--- config.mk ---
export PLATFORM = sky130hd
export DESIGN_NAME = eme_measure_extend
export DESIGN_NICKNAME = d
export VERILOG_FILES = /design/src/eme_pkg.sv /design/src/eme_measure_extend.sv
export VERILOG_INCLUDE_DIRS = /design/src
export SDC_FILE = /design/constraint.sdc
export NUM_CORES = 2
export LEC_CHECK = 0
export ABC_AREA = 0
export BUFFER_PORTS_ARGS = -buffer_cell sky130_fd_sc_hd__buf_2
export CAP_MARGIN = 40
export CORE_AREA = 2 2 616 618
export DETAILED_ROUTE_END_ITERATION = 10
export DIE_AREA = 0 0 618 620
export SLEW_MARGIN = 25
export SYNTH_ARGS = -nofsm -noshare
export SYNTH_HDL_FRONTEND = slang
export SYNTH_SLANG_ARGS = --single-unit
--- constraint.sdc ---
create_clock -name clk -period 8.3 [get_ports clk]
set_input_delay 1.66 -clock clk [delete_from_list [all_inputs] [get_ports clk]]
set_output_delay 1.66 -clock clk [all_outputs]
set_load 0.01 [all_outputs]
--- src/eme_defs.svh ---
`ifndef EME_DEFS_SVH
`define EME_DEFS_SVH

// Leaf code that selects the measure-extend operation
`define EME_LEAF_MEASURE 8'h06
// Header tag placed in bits 63:0 of the first hashed block
`define EME_HDR_TAG 64'h00444E4554584545
// Alignment masks for the two operands
`define EME_STRUCT_ALIGN_MASK 12'hFFF
`define EME_CHUNK_ALIGN_MASK 8'hFF
// Number of 64-byte data blocks in one chunk, less one
`define EME_LAST_BLOCK 2'h3
// Counter increments per successful operation
`define EME_UPDATES_PER_OP 32'h00000005
// Highest implemented linear address bit for the canonical check
`define EME_CANON_MSB 47

// Register byte offsets
`define EME_REG_CTRL 6'h00
`define EME_REG_STATUS 6'h04
`define EME_REG_STRUCT_LO 6'h08
`define EME_REG_STRUCT_HI 6'h0C
`define EME_REG_CHUNK_LO 6'h10
`define EME_REG_CHUNK_HI 6'h14
`define EME_REG_FADDR_LO 6'h18
`define EME_REG_FADDR_HI 6'h1C
`define EME_REG_OFFS_LO 6'h20
`define EME_REG_OFFS_HI 6'h24
`define EME_REG_COUNT 6'h28
`define EME_REG_IRQ_STAT 6'h2C
`define EME_REG_IRQ_MASK 6'h30

// Field positions
`define EME_CTRL_START 0
`define EME_CTRL_LEAF_LSB 8
`define EME_IRQ_DONE 0
`define EME_IRQ_FAULT 1

// Reset values
`define EME_RST_WORD 32'h00000000
`define EME_RST_ADDR 64'h0000000000000000

`endif

--- src/eme_pkg.sv ---
package eme_pkg;

  // Sequencer states, Gray coded along idle, check, header, data
  typedef enum logic [1:0] {
    EME_IDLE = 2'b00,
    EME_CHECK = 2'b01,
    EME_HDR = 2'b11,
    EME_DATA = 2'b10
  } eme_state_t;

  // Fault reported at the end of operand checking
  typedef enum logic [1:0] {
    EME_FAULT_NONE = 2'b00,
    EME_FAULT_GP = 2'b01,
    EME_FAULT_PF = 2'b10
  } eme_fault_t;

endpackage : eme_pkg
--- src/eme_measure_extend.sv ---
// Chosen here: the register offsets and register access over Avalon-MM.
`timescale 1ns/1ps
`include "eme_defs.svh"
module eme_measure_extend (
  // Clock and reset
  input wire logic clk,
  input wire logic rst_b,
  // Avalon-MM register slave
  input wire logic [5:0] address,
  input wire logic read,
  input wire logic write,
  input wire logic [31:0] writedata,
  output logic [31:0] readdata,
  output logic waitrequest,
  // Interrupt
  output logic irq,
  // Processor context
  input wire logic [1:0] currentPrivilegeLevel,
  input wire logic mode64,
  input wire logic [63:0] dataSegmentBase,
  input wire logic [63:0] dataSegmentLimit,
  // Linear addresses offered for lookup
  output logic [63:0] structLinAddr,
  output logic [63:0] chunkLinAddr,
  // Lookup answers for the structure operand
  input wire logic structInCache,
  input wire logic structLocked,
  input wire logic structInitialised,
  input wire logic structConflict,
  input wire logic measureBusy,
  input wire logic [63:0] structBaseAddr,
  // Lookup answers for the chunk operand
  input wire logic chunkInCache,
  input wire logic chunkMapValid,
  input wire logic chunkTypeOk,
  input wire logic [63:0] chunkOwnerAddr,
  input wire logic [63:0] pageEnclaveAddr,
  input wire logic mapBusy,
  input wire logic chunkConflict,
  // Chunk data, one 64-byte block selected by chunkIndex
  output logic [1:0] chunkIndex,
  input wire logic [511:0] chunkBlock,
  // Blocks offered to the hash engine
  output logic [511:0] hashBlock,
  output logic hashValid,
  input wire logic hashReady,
  // Completion
  output logic opDone,
  output eme_pkg::eme_fault_t faultKind
);
  import eme_pkg::*;

  // Canonical when all bits above the implemented range match its highest bit
  function automatic logic isCanonical(input logic [63:0] a);
    isCanonical = (&a[63:`EME_CANON_MSB]) | ~(|a[63:`EME_CANON_MSB]);
  endfunction : isCanonical

  // Data segment translation; no override is possible
  function automatic logic [63:0] toLinear(input logic [63:0] ea,
                                           input logic m64,
                                           input logic [63:0] base);
    toLinear = m64 ? ea : base + ea;
  endfunction : toLinear

  eme_state_t state; // Sequencer state
  eme_state_t next_state; // Next sequencer state
  logic [63:0] structPtr; // Structure pointer operand
  logic [63:0] chunkPtr; // Chunk pointer operand
  logic [7:0] leafCode; // Leaf selected by software
  logic [63:0] faultAddr; // Address reported with a page fault
  logic [63:0] enclave_offset_field; // Offset hashed in the header
  logic [31:0] updateCount; // Measurement update counter
  logic [1:0] irqStat; // Sticky event bits
  logic [1:0] irqMask; // Interrupt enables
  logic loaded; // Current data block latched into hashBlock
  logic ack; // Bus access completes this cycle

  // Bus decode
  wire busReq = read | write;
  wire accept = busReq & ack;
  wire wrAcc = accept & write;
  wire rdAcc = accept & read;
  wire startWr = wrAcc & (address == `EME_REG_CTRL)
                 & writedata[`EME_CTRL_START];
  wire [7:0] leafWr = writedata[`EME_CTRL_LEAF_LSB +: 8];
  wire start = startWr & (state == EME_IDLE);
  wire busy = (state != EME_IDLE);
  wire readClr = rdAcc & (address == `EME_REG_IRQ_STAT);

  // Operand translation and checks, in the documented priority
  assign structLinAddr = toLinear(structPtr, mode64, dataSegmentBase);
  assign chunkLinAddr = toLinear(chunkPtr, mode64, dataSegmentBase);
  wire badLeaf = (leafCode != `EME_LEAF_MEASURE);
  wire badPriv = (currentPrivilegeLevel != 2'h0);
  wire badCanon = mode64 & (~isCanonical(structPtr)
                  | ~isCanonical(chunkPtr));
  wire badLimit = ~mode64 & ((structPtr > dataSegmentLimit)
                  | (chunkPtr > dataSegmentLimit));
  wire badStructAlign = |(structPtr[11:0] & `EME_STRUCT_ALIGN_MASK);
  wire badChunkAlign = |(chunkPtr[7:0] & `EME_CHUNK_ALIGN_MASK);
  wire gpEarly = badLeaf | badPriv | badCanon | badLimit | badStructAlign;
  wire pfStruct = ~structInCache;
  wire pfChunk = ~chunkInCache;
  wire gpMap = mapBusy | chunkConflict;
  wire pfMap = ~chunkMapValid | ~chunkTypeOk;
  // Owner match relies on software reusing the page-add address
  wire gpOwner = (chunkOwnerAddr != structLinAddr);
  wire gpStruct = structConflict | measureBusy;
  wire gpState = structLocked | structInitialised;

  // Fault selection, first failing check wins
  eme_fault_t checkFault;
  logic [63:0] checkAddr;
  always_comb begin
    checkFault = EME_FAULT_NONE;
    checkAddr = `EME_RST_ADDR;
    if (gpEarly) begin
      checkFault = EME_FAULT_GP;
    end else if (pfStruct) begin
      checkFault = EME_FAULT_PF;
      checkAddr = structLinAddr;
    end else if (badChunkAlign) begin
      checkFault = EME_FAULT_GP;
    end else if (pfChunk) begin
      checkFault = EME_FAULT_PF;
      checkAddr = chunkLinAddr;
    end else if (gpMap) begin
      checkFault = EME_FAULT_GP;
    end else if (pfMap) begin
      checkFault = EME_FAULT_PF;
      checkAddr = chunkLinAddr;
    end else if (gpOwner | gpStruct | gpState) begin
      checkFault = EME_FAULT_GP;
    end
  end

  wire checkPass = (state == EME_CHECK) & (checkFault == EME_FAULT_NONE);
  wire checkFail = (state == EME_CHECK) & (checkFault != EME_FAULT_NONE);
  wire hashTake = hashValid & hashReady;
  wire lastBlock = (chunkIndex == `EME_LAST_BLOCK);
  wire finish = (state == EME_DATA) & loaded & hashReady & lastBlock;
  // Offset of the chunk within the enclave
  wire [63:0] nextOffset = pageEnclaveAddr - structBaseAddr
                           + {52'h0, chunkLinAddr[11:0]};

  // Next state
  always_comb begin
    next_state = state;
    case (state)
      EME_IDLE: begin
        if (start) begin
          next_state = EME_CHECK;
        end
      end
      EME_CHECK: begin
        // A fault goes straight back, nothing hashed
        next_state = checkPass ? EME_HDR : EME_IDLE;
      end
      EME_HDR: begin
        if (hashReady) begin
          next_state = EME_DATA;
        end
      end
      EME_DATA: begin
        if (finish) begin
          next_state = EME_IDLE;
        end
      end
      default: begin
        next_state = EME_IDLE;
      end
    endcase
  end

  // Handshake and completion outputs
  assign hashValid = (state == EME_HDR) | ((state == EME_DATA) & loaded);
  assign waitrequest = busReq & ~ack;
  assign irq = |(irqStat & irqMask);

  // State register
  always_ff @(posedge clk or negedge rst_b) begin
    if (!rst_b) begin
      state <= EME_IDLE;
    end else begin
      state <= next_state;
    end
  end

  // Operand and control registers, held while busy except the interrupt mask
  always_ff @(posedge clk or negedge rst_b) begin
    if (!rst_b) begin
      structPtr <= `EME_RST_ADDR;
      chunkPtr <= `EME_RST_ADDR;
      leafCode <= 8'h00;
      irqMask <= 2'h0;
    end else if (wrAcc) begin
      case (address)
        `EME_REG_CTRL: leafCode <= busy ? leafCode : leafWr;
        `EME_REG_STRUCT_LO: structPtr[31:0] <= busy ? structPtr[31:0]
                                                    : writedata;
        `EME_REG_STRUCT_HI: structPtr[63:32] <= busy ? structPtr[63:32]
                                                     : writedata;
        `EME_REG_CHUNK_LO: chunkPtr[31:0] <= busy ? chunkPtr[31:0]
                                                  : writedata;
        `EME_REG_CHUNK_HI: chunkPtr[63:32] <= busy ? chunkPtr[63:32]
                                                   : writedata;
        `EME_REG_IRQ_MASK: irqMask <= writedata[1:0];
        default: irqMask <= irqMask;
      endcase
    end
  end

  // Fault result and offset capture
  always_ff @(posedge clk or negedge rst_b) begin
    if (!rst_b) begin
      faultKind <= EME_FAULT_NONE;
      faultAddr <= `EME_RST_ADDR;
      enclave_offset_field <= `EME_RST_ADDR;
    end else if (state == EME_CHECK) begin
      faultKind <= checkFault;
      faultAddr <= checkAddr;
      enclave_offset_field <= checkPass ? nextOffset : enclave_offset_field;
    end
  end

  // Hash block sequencing: header first, then four chunk blocks
  always_ff @(posedge clk or negedge rst_b) begin
    if (!rst_b) begin
      hashBlock <= 512'h0;
      chunkIndex <= 2'h0;
      loaded <= 1'b0;
    end else if (checkPass) begin
      hashBlock <= {384'h0, nextOffset, `EME_HDR_TAG};
      chunkIndex <= 2'h0;
      loaded <= 1'b0;
    end else if ((state == EME_DATA) & ~loaded) begin
      hashBlock <= chunkBlock;
      loaded <= 1'b1;
    end else if ((state == EME_DATA) & hashReady) begin
      chunkIndex <= chunkIndex + 2'h1;
      loaded <= 1'b0;
    end
  end

  // Update counter: one per accepted hash block
  always_ff @(posedge clk or negedge rst_b) begin
    if (!rst_b) begin
      updateCount <= `EME_RST_WORD;
    end else if (hashTake) begin
      updateCount <= updateCount + 32'h1;
    end
  end

  // Sticky events; a read clears only the bits it returned, set wins
  wire [1:0] events = {checkFail, finish};
  always_ff @(posedge clk or negedge rst_b) begin
    if (!rst_b) begin
      opDone <= 1'b0;
      irqStat <= 2'h0;
    end else begin
      opDone <= finish | checkFail;
      irqStat <= (irqStat & ~(readdata[1:0] & {2{readClr}})) | events;
    end
  end

  // Read mux
  logic [31:0] rdMux;
  always_comb begin
    case (address)
      `EME_REG_CTRL: rdMux = {16'h0, leafCode, 8'h00};
      `EME_REG_STATUS: rdMux = {28'h0, faultKind, 1'b0, busy};
      `EME_REG_STRUCT_LO: rdMux = structPtr[31:0];
      `EME_REG_STRUCT_HI: rdMux = structPtr[63:32];
      `EME_REG_CHUNK_LO: rdMux = chunkPtr[31:0];
      `EME_REG_CHUNK_HI: rdMux = chunkPtr[63:32];
      `EME_REG_FADDR_LO: rdMux = faultAddr[31:0];
      `EME_REG_FADDR_HI: rdMux = faultAddr[63:32];
      `EME_REG_OFFS_LO: rdMux = enclave_offset_field[31:0];
      `EME_REG_OFFS_HI: rdMux = enclave_offset_field[63:32];
      `EME_REG_COUNT: rdMux = updateCount;
      `EME_REG_IRQ_STAT: rdMux = {30'h0, irqStat};
      `EME_REG_IRQ_MASK: rdMux = {30'h0, irqMask};
      default: rdMux = `EME_RST_WORD;
    endcase
  end

  // Bus answer: one wait cycle; read data latched in it, stands at accept
  always_ff @(posedge clk or negedge rst_b) begin
    if (!rst_b) begin
      ack <= 1'b0;
      readdata <= `EME_RST_WORD;
    end else begin
      ack <= busReq & ~ack;
      readdata <= (read & ~ack) ? rdMux : readdata;
    end
  end

  // Helper: counter value at the start of hashing
  logic [31:0] countAtStart;
  always_ff @(posedge clk or negedge rst_b) begin
    if (!rst_b) begin
      countAtStart <= `EME_RST_WORD;
    end else if (checkPass) begin
      countAtStart <= updateCount;
    end
  end

  property p_leaf;
    @(posedge clk) disable iff (!rst_b)
    (state == EME_CHECK) && badLeaf |=>
      (state == EME_IDLE) && (faultKind == EME_FAULT_GP);
  endproperty
  a_leaf: assert property (p_leaf)
    else $error("wrong leaf code did not fault");

  property p_priv;
    @(posedge clk) disable iff (!rst_b)
    (state == EME_CHECK) && (currentPrivilegeLevel != 2'h0) |=>
      faultKind == EME_FAULT_GP;
  endproperty
  a_priv: assert property (p_priv)
    else $error("nonzero privilege did not fault");

  property p_struct_align;
    @(posedge clk) disable iff (!rst_b)
    (state == EME_CHECK) && (structPtr[11:0] != 12'h000) |=>
      faultKind == EME_FAULT_GP;
  endproperty
  a_struct_align: assert property (p_struct_align)
    else $error("misaligned structure pointer accepted");

  property p_chunk_align;
    @(posedge clk) disable iff (!rst_b)
    (state == EME_CHECK) && (chunkPtr[7:0] != 8'h00) |=>
      faultKind != EME_FAULT_NONE;
  endproperty
  a_chunk_align: assert property (p_chunk_align)
    else $error("misaligned chunk pointer accepted");

  property p_abort;
    @(posedge clk) disable iff (!rst_b)
    checkFail |=> !hashValid && (updateCount == $past(updateCount));
  endproperty
  a_abort: assert property (p_abort)
    else $error("faulted operation touched the measurement");

  property p_header;
    @(posedge clk) disable iff (!rst_b)
    (state == EME_HDR) |-> (hashBlock[63:0] == `EME_HDR_TAG)
      && (hashBlock[127:64] == enclave_offset_field)
      && (hashBlock[511:128] == 384'h0);
  endproperty
  a_header: assert property (p_header)
    else $error("header block malformed");

  property p_chunk_load;
    @(posedge clk) disable iff (!rst_b)
    (state == EME_DATA) && !loaded |=>
      (hashBlock == $past(chunkBlock))
      && (chunkIndex == $past(chunkIndex)) && hashValid;
  endproperty
  a_chunk_load: assert property (p_chunk_load)
    else $error("chunk block not presented in order");

  property p_count5;
    @(posedge clk) disable iff (!rst_b)
    $rose(opDone) && (faultKind == EME_FAULT_NONE) |->
      updateCount == countAtStart + `EME_UPDATES_PER_OP;
  endproperty
  a_count5: assert property (p_count5)
    else $error("update counter did not rise by five");

endmodule : eme_measure_extend

Yosys cells after proc, flatten, opt, wreduce, memory -nomap -nowiden --
Cells that the tools add are included. Widths: inputs -> output; s select.
Storage, ports and cells: input port bits 888, register bits after elaboration 853
Operators by class: add/sub/neg operators 6, equal/unequal tests 22, bitwise logic cells 51, $lt $le $gt $ge 2, mux-type cells 29, reductions and logical operators 25
Operators with widths (number):
- $mux 512 | 2
- $mux 64 | 8
- $pmux 32 s13 | 1
- $add 64x64->64 | 2
- $gt 64x64->1 | 2
- $add 64x12->64 | 1
- $ne 64x64->1 | 1
- $sub 64x64->64 | 1
- $reduce_and 17->1 | 2
- $reduce_or 17->1 | 2
- $add 32x1->32 const B | 1
- $eq 6x6->1 const B | 5
- $mux 2 | 13
- $eq 6x5->1 const B | 4
- $and 1x1->1 | 19
- $reduce_and 3->1 | 6
- $or 1x1->1 | 17
- $eq 6x4->1 const B | 2
- $reduce_or 12->1 | 1
- $not 1->1 | 10
- $reduce_bool 2->1 | 5
- $ne 2x2->1 const B | 4
- $ne 8x3->1 const B | 1
- $pmux 2 s4 | 1
- other kinds (14) | 24

Depth between registers and ports, before layout --
word-level depth 16, depth in mapped cells 26, mapped depth without buffers 25

Least setup slack after synthesis --
Ideal clock, no wire load.
path kind input to register, start in mode64, end reg hashBlock[118], data arrival time 7.835 ns, data required time 8.231 ns, cell stages on the path 25, path slack 0.396 ns, setup time 0.069 ns, cells stage by stage clkbuf_1 > clkbuf_1 > clkbuf_1 > clkbuf_1 > buf_1 > clkbuf_1 > clkbuf_1 > clkbuf_1 > clkbuf_1 > nand2_1 > o21ai_0 > fa_1 > ha_1 > a21o_1 > or3_1 > o21ba_2 > a21bo_2 > o41ai_1 > a31o_2 > o211ai_1 > nand4_1 > a211oi_1 > or3_1 > a2111o_1 > nand3_1
Between the ends: elaborated cells between the ends (all ways) 23
RTL lines:
- from (decl) | RTL line eme_measure_extend.sv:19 | input wire logic mode64,
- $mux 64 | RTL line eme_measure_extend.sv:62 | toLinear = m64 ? ea : base + ea;
- named net chunkLinAddr[5] | RTL line eme_measure_extend.sv:24 | output logic [63:0] chunkLinAddr,
- $add 64x12->64 | RTL line eme_measure_extend.sv:144 | + {52'h0, chunkLinAddr[11:0]};
- $mux 512 | RTL line eme_measure_extend.sv:232 | end else if (checkPass) begin
- to (signal assigned) | RTL line eme_measure_extend.sv:233 | hashBlock <= {384'h0, nextOffset, `EME_HDR_TAG};
- to (signal assigned) | RTL line eme_measure_extend.sv:237 | hashBlock <= chunkBlock;
- to (decl) | RTL line eme_measure_extend.sv:44 | output logic [511:0] hashBlock,
The timed path passes the listed nets, and every way through them passes these cells. A chain may end at the register's enable or synchronous reset.

Worst setup path in the final report --
start in dataSegmentBase[1], end out chunkLinAddr[51]
Between the ends: longest elaborated chain between the ends 2
Ends and longest elaborated chain:
- from (decl) | RTL line eme_measure_extend.sv:20 | input wire logic [63:0] dataSegmentBase,
- $add 64x64->64 | RTL line eme_measure_extend.sv:62
- $mux 64 | RTL line eme_measure_extend.sv:62
- to (decl) | RTL line eme_measure_extend.sv:24
No other way between the ends.

==> out/metrics.csv <==
stage;metric;value;unit
setup_path;path_max_fanout;4;
run;drv_cap;0;
setup_path;worst-setup-path-type;primary input to primary output;
global_route;grt_remaining_overflow;0;
yosys;ys_top_cells_by_area;dfrtp_1, nand2_1, ha_1;
floorplan;die_w;618;um
setup_path;r2r_cells;26;
power;p_leak;35.19;nW
run_status;status;finished clean;
timing;drv_slew;0;
setup_path;critPathBufInv;4;
clock_network;insertion_delay;910;ps
yosys;netlist_instances;6555;
yosys;synth_edf_count;0;
placement;gp_congestion;1.048;
power;p_int;8.406;mW
timing;post-route-period-util;91.80;%
setup_path;cp.arrival;5960;ps
global_route;grt_antenna_before_repair;213;
yosys;yosys.cell_types.count;98;
clock_network;cts_tree;yes;
route;ant_nets;0;
yosys;syn_nets;7828;
setup_path;critPathLaunch;dataSegmentBase[1];
global_route;grt_first_pass_wirelength;588500;um
final_layout;drive_gt1_share;27.49;%
floorplan;die_area;383200;um2
route;drc_errors;0;
power;peakVddDrop;0.0001850;V
final_layout;syn2layout_area_growth;34.61;%
yosys;avgSynthCellArea;8.525;um2
setup_path;worstReg2RegEnd;enclave_offset_field[60]$_DFFE_PN0P_;
clock_network;cts_resized;0;
route;viasPerCell;4.649;
yosys;yosysSeqAreaShare;38.20;%
route;wl_per_cell;34.86;um
global_route;grt_max_degree;189;
clock_network;root_buffer;clkbuf_16;
yosys;yosys-top-cells-count;nand2_1, dfrtp_1, o21ai_0;
final_layout;nNetsFinal;9391;
route;drt_first_iter_violations;7249;
placement;dp_hpwl;396400;um
floorplan;start_util;14.81;%
route;wirelength;465000;um
power;powerDensity;174.7;nW/um2
timing;relSlewSlack;18.01;%
setup_path;path_depth;16;
yosys;synth_most_common_cell;nand2_1;
worst_hold_path;hold_class;flop to flop;
setup_path;crit_path_end;chunkLinAddr[51];
clock_network;cts.reportedPaths.clkPinSlew;60;ps
floorplan;rows;226;
setup_path;path_delay_family;compound AO/OA/AOI/OAI gates;
timing;min_period;7620;ps
yosys;syn_area;55880;um2
clock_network;cts_buffers;115;
timing;worst_pin_slew;1230;ps
timing;setup_viol;0;
setup_path;cp-start-kind;primary input;
setup_path;required;6640;ps
floorplan;die_h;620;um
power;swShare;36.05;%
power;p_seq_share;33.8;%
yosys;synthArstFlopShare;100.0;%
route;dr.pass1.iters;10;
setup_path;r2r_setup_slack;1130;ps
setup_path;end_kind;primary output;
power;comb_power_share;25.7;%
timing;fmax;131.2;MHz
timing;fin_skew;138.1;ps
clock_network;hold_buffers;0;
setup_path;r2r_start;chunkPtr[0]$_DFFE_PN0P_;
yosys;synth_top_cell_by_area;dfrtp_1;
setup_path;path_cells;buf_2 > ha_1 > a21oi_1 > o211ai_1 > a21oi_1 > a211oi_1 > buf_4 > o311ai_0 > a211oi_1 > a221oi_1 > o31a_1 > a221oi_1 > o21a_1 > o31ai_1 > buf_4 > buf_2;
yosys;yosys_warnings;0;
clock_network;cts.sinks;853;
timing;rsz0062_at_grt;no;
power;p_sw;4.738;mW
clock_network;cts_setup_buffers;0;
placement;numPortBuffers;1567;
timing;setup_ws;680.3;ps
route;num_vias;62019;
placement;pre_cts_ws;117.2;ps
yosys;yosysTopAreaCellShare;38.20;%
timing;fin_setup_tns;0;ps
floorplan;io_pins;1568;
yosys;synth-main-ff-cell;dfrtp_1;
clock_network;h-tree-depth;3;
floorplan;coreArea;377200;um2
setup_path;max_stage_delay;700;ps
clock_network;ctsLongestPathBuffers;4;
global_route;track_usage;23.12;%
setup_path;crit_path_top_delay_cell;o311ai_0;
power;power.share.clock;40.5;%
yosys;ys_ff_latch;853;
timing;hold_viol;0;
global_route;first_global_vias;57884;
final_layout;fin_util;19.94;%
## area by class of cell
type                       count  area, um2
fill                       42421     302000
multi-input combinational   5110      32310
sequential                   853      21350
timing repair buffer        1844      10410
tap                         5016       6276
clock buffer                 154       3236
inverter                     194      728.2
clock inverter                54      628.1
antenna                      114      285.3
## through the flow
| step | area [um2] | std cells | total power, mW | hold WS [ps] |
|---|---|---|---|---|
| 2_1_floorplan | 55880 | 6555 | 5.977 | 438.6 |
| 6_report | 75220 | 13339 | 13.14 | 470.2 |
| 4_1_cts | 74880 | 13220 | 13.22 | 474.9 |
| 3_5_place_dp | 71020 | 13012 | 7.813 | 460.9 |
| 5_1_grt | 75070 | 13276 | 13.62 | 487.0 |
| 3_3_place_gp | 70660 | 12981 | 7.816 | 456.2 |
## power groups by stage
stage | combinational (mW) | clock [mW] | sequential, mW
after floorplan | 1.57 | 0 | 4.41
after global placement | 3.31 | 0 | 4.51
after detailed placement | 3.31 | 0 | 4.51
after CTS | 3.32 | 5.47 | 4.43
after global routing | 3.59 | 5.60 | 4.44
final | 3.38 | 5.32 | 4.44
## how the worst min path moves through the flow
| stage | startpoint | slack, ps | depth (start not counted) | to |
|---|---|---|---|---|
| floorplan | faultAddr[26]$_DFFE_PN0P_ | 440 | 2 | faultAddr[26]$_DFFE_PN0P_ |
| global placement | faultAddr[26]$_DFFE_PN0P_ | 460 | 2 | faultAddr[26]$_DFFE_PN0P_ |
| detailed placement | readdata[11]$_DFFE_PN0P_ | 460 | 1 | readdata[11]$_DFFE_PN0P_ |
| CTS | readdata[11]$_DFFE_PN0P_ | 470 | 1 | readdata[11]$_DFFE_PN0P_ |
| global route | readdata[11]$_DFFE_PN0P_ | 490 | 1 | readdata[11]$_DFFE_PN0P_ |
| finish | readdata[30]$_DFFE_PN0P_ | 470 | 2 | readdata[30]$_DFFE_PN0P_ |
## cell usage in the layout (no fill, tap or decap), types with 81 or more instances in the layout
cell,count
buf_2,1582
nand2_1,1426
dfrtp_1,853
o21ai_0,812
ha_1,371
a21oi_1,315
buf_4,220
nor2_1,201
inv_1,192
nand3_1,163
mux2_2,148
mux2i_1,145
a21o_1,128
xnor2_1,117
clkbuf_16,116
diode_2,114
xor2_1,106
nand4_1,103
o211ai_1,81
## state kept, by name, summed over array words and instances, names as in the netlist
signal / flops
opDone: 1
faultAddr: 64
readdata: 32
leafCode: 8
irqMask: 2
faultKind: 2
loaded: 1
irqStat: 2
updateCount: 32
chunkIndex: 2
state: 2
structPtr: 64
hashBlock: 512
ack: 1
chunkPtr: 64
enclave_offset_field: 64
## layer usage
| layer | wire length [um] | vias up | global-route usage [%] |
|---|---|---|---|
| li1 | - | 26876 | - |
| met1 | 184900 | 30669 | 28.23 |
| met2 | 182900 | 3473 | 31.60 |
| met3 | 64540 | 901 | 12.55 |
| met4 | 31930 | 100 | 13.51 |
| met5 | 728 | - | 0.2146 |
## logic make-up (layout without fill, tap and decap cells)
group | count (synthesis) | in the layout | synth area share [%]
xor gates and xnor gates | 227 | 227 | 3.634
adders and majority gates | 385 | 385 | 8.808
other | 0 | 114 | 0
and+or+nand+nor | 2323 | 2323 | 18.49
buffers and inverters | 592 | 2246 | 4.220
muxes | 293 | 293 | 5.579
AOI/OAI and AO/OA | 1882 | 1882 | 21.07
DFF | 853 | 853 | 38.20
## worst min-delay path, cell delays in order, from the launching register on
cell and delay, ps:
dfrtp_1 330, nand2_1 50, o21ai_0 60
(Power assumes the default switching activity.)
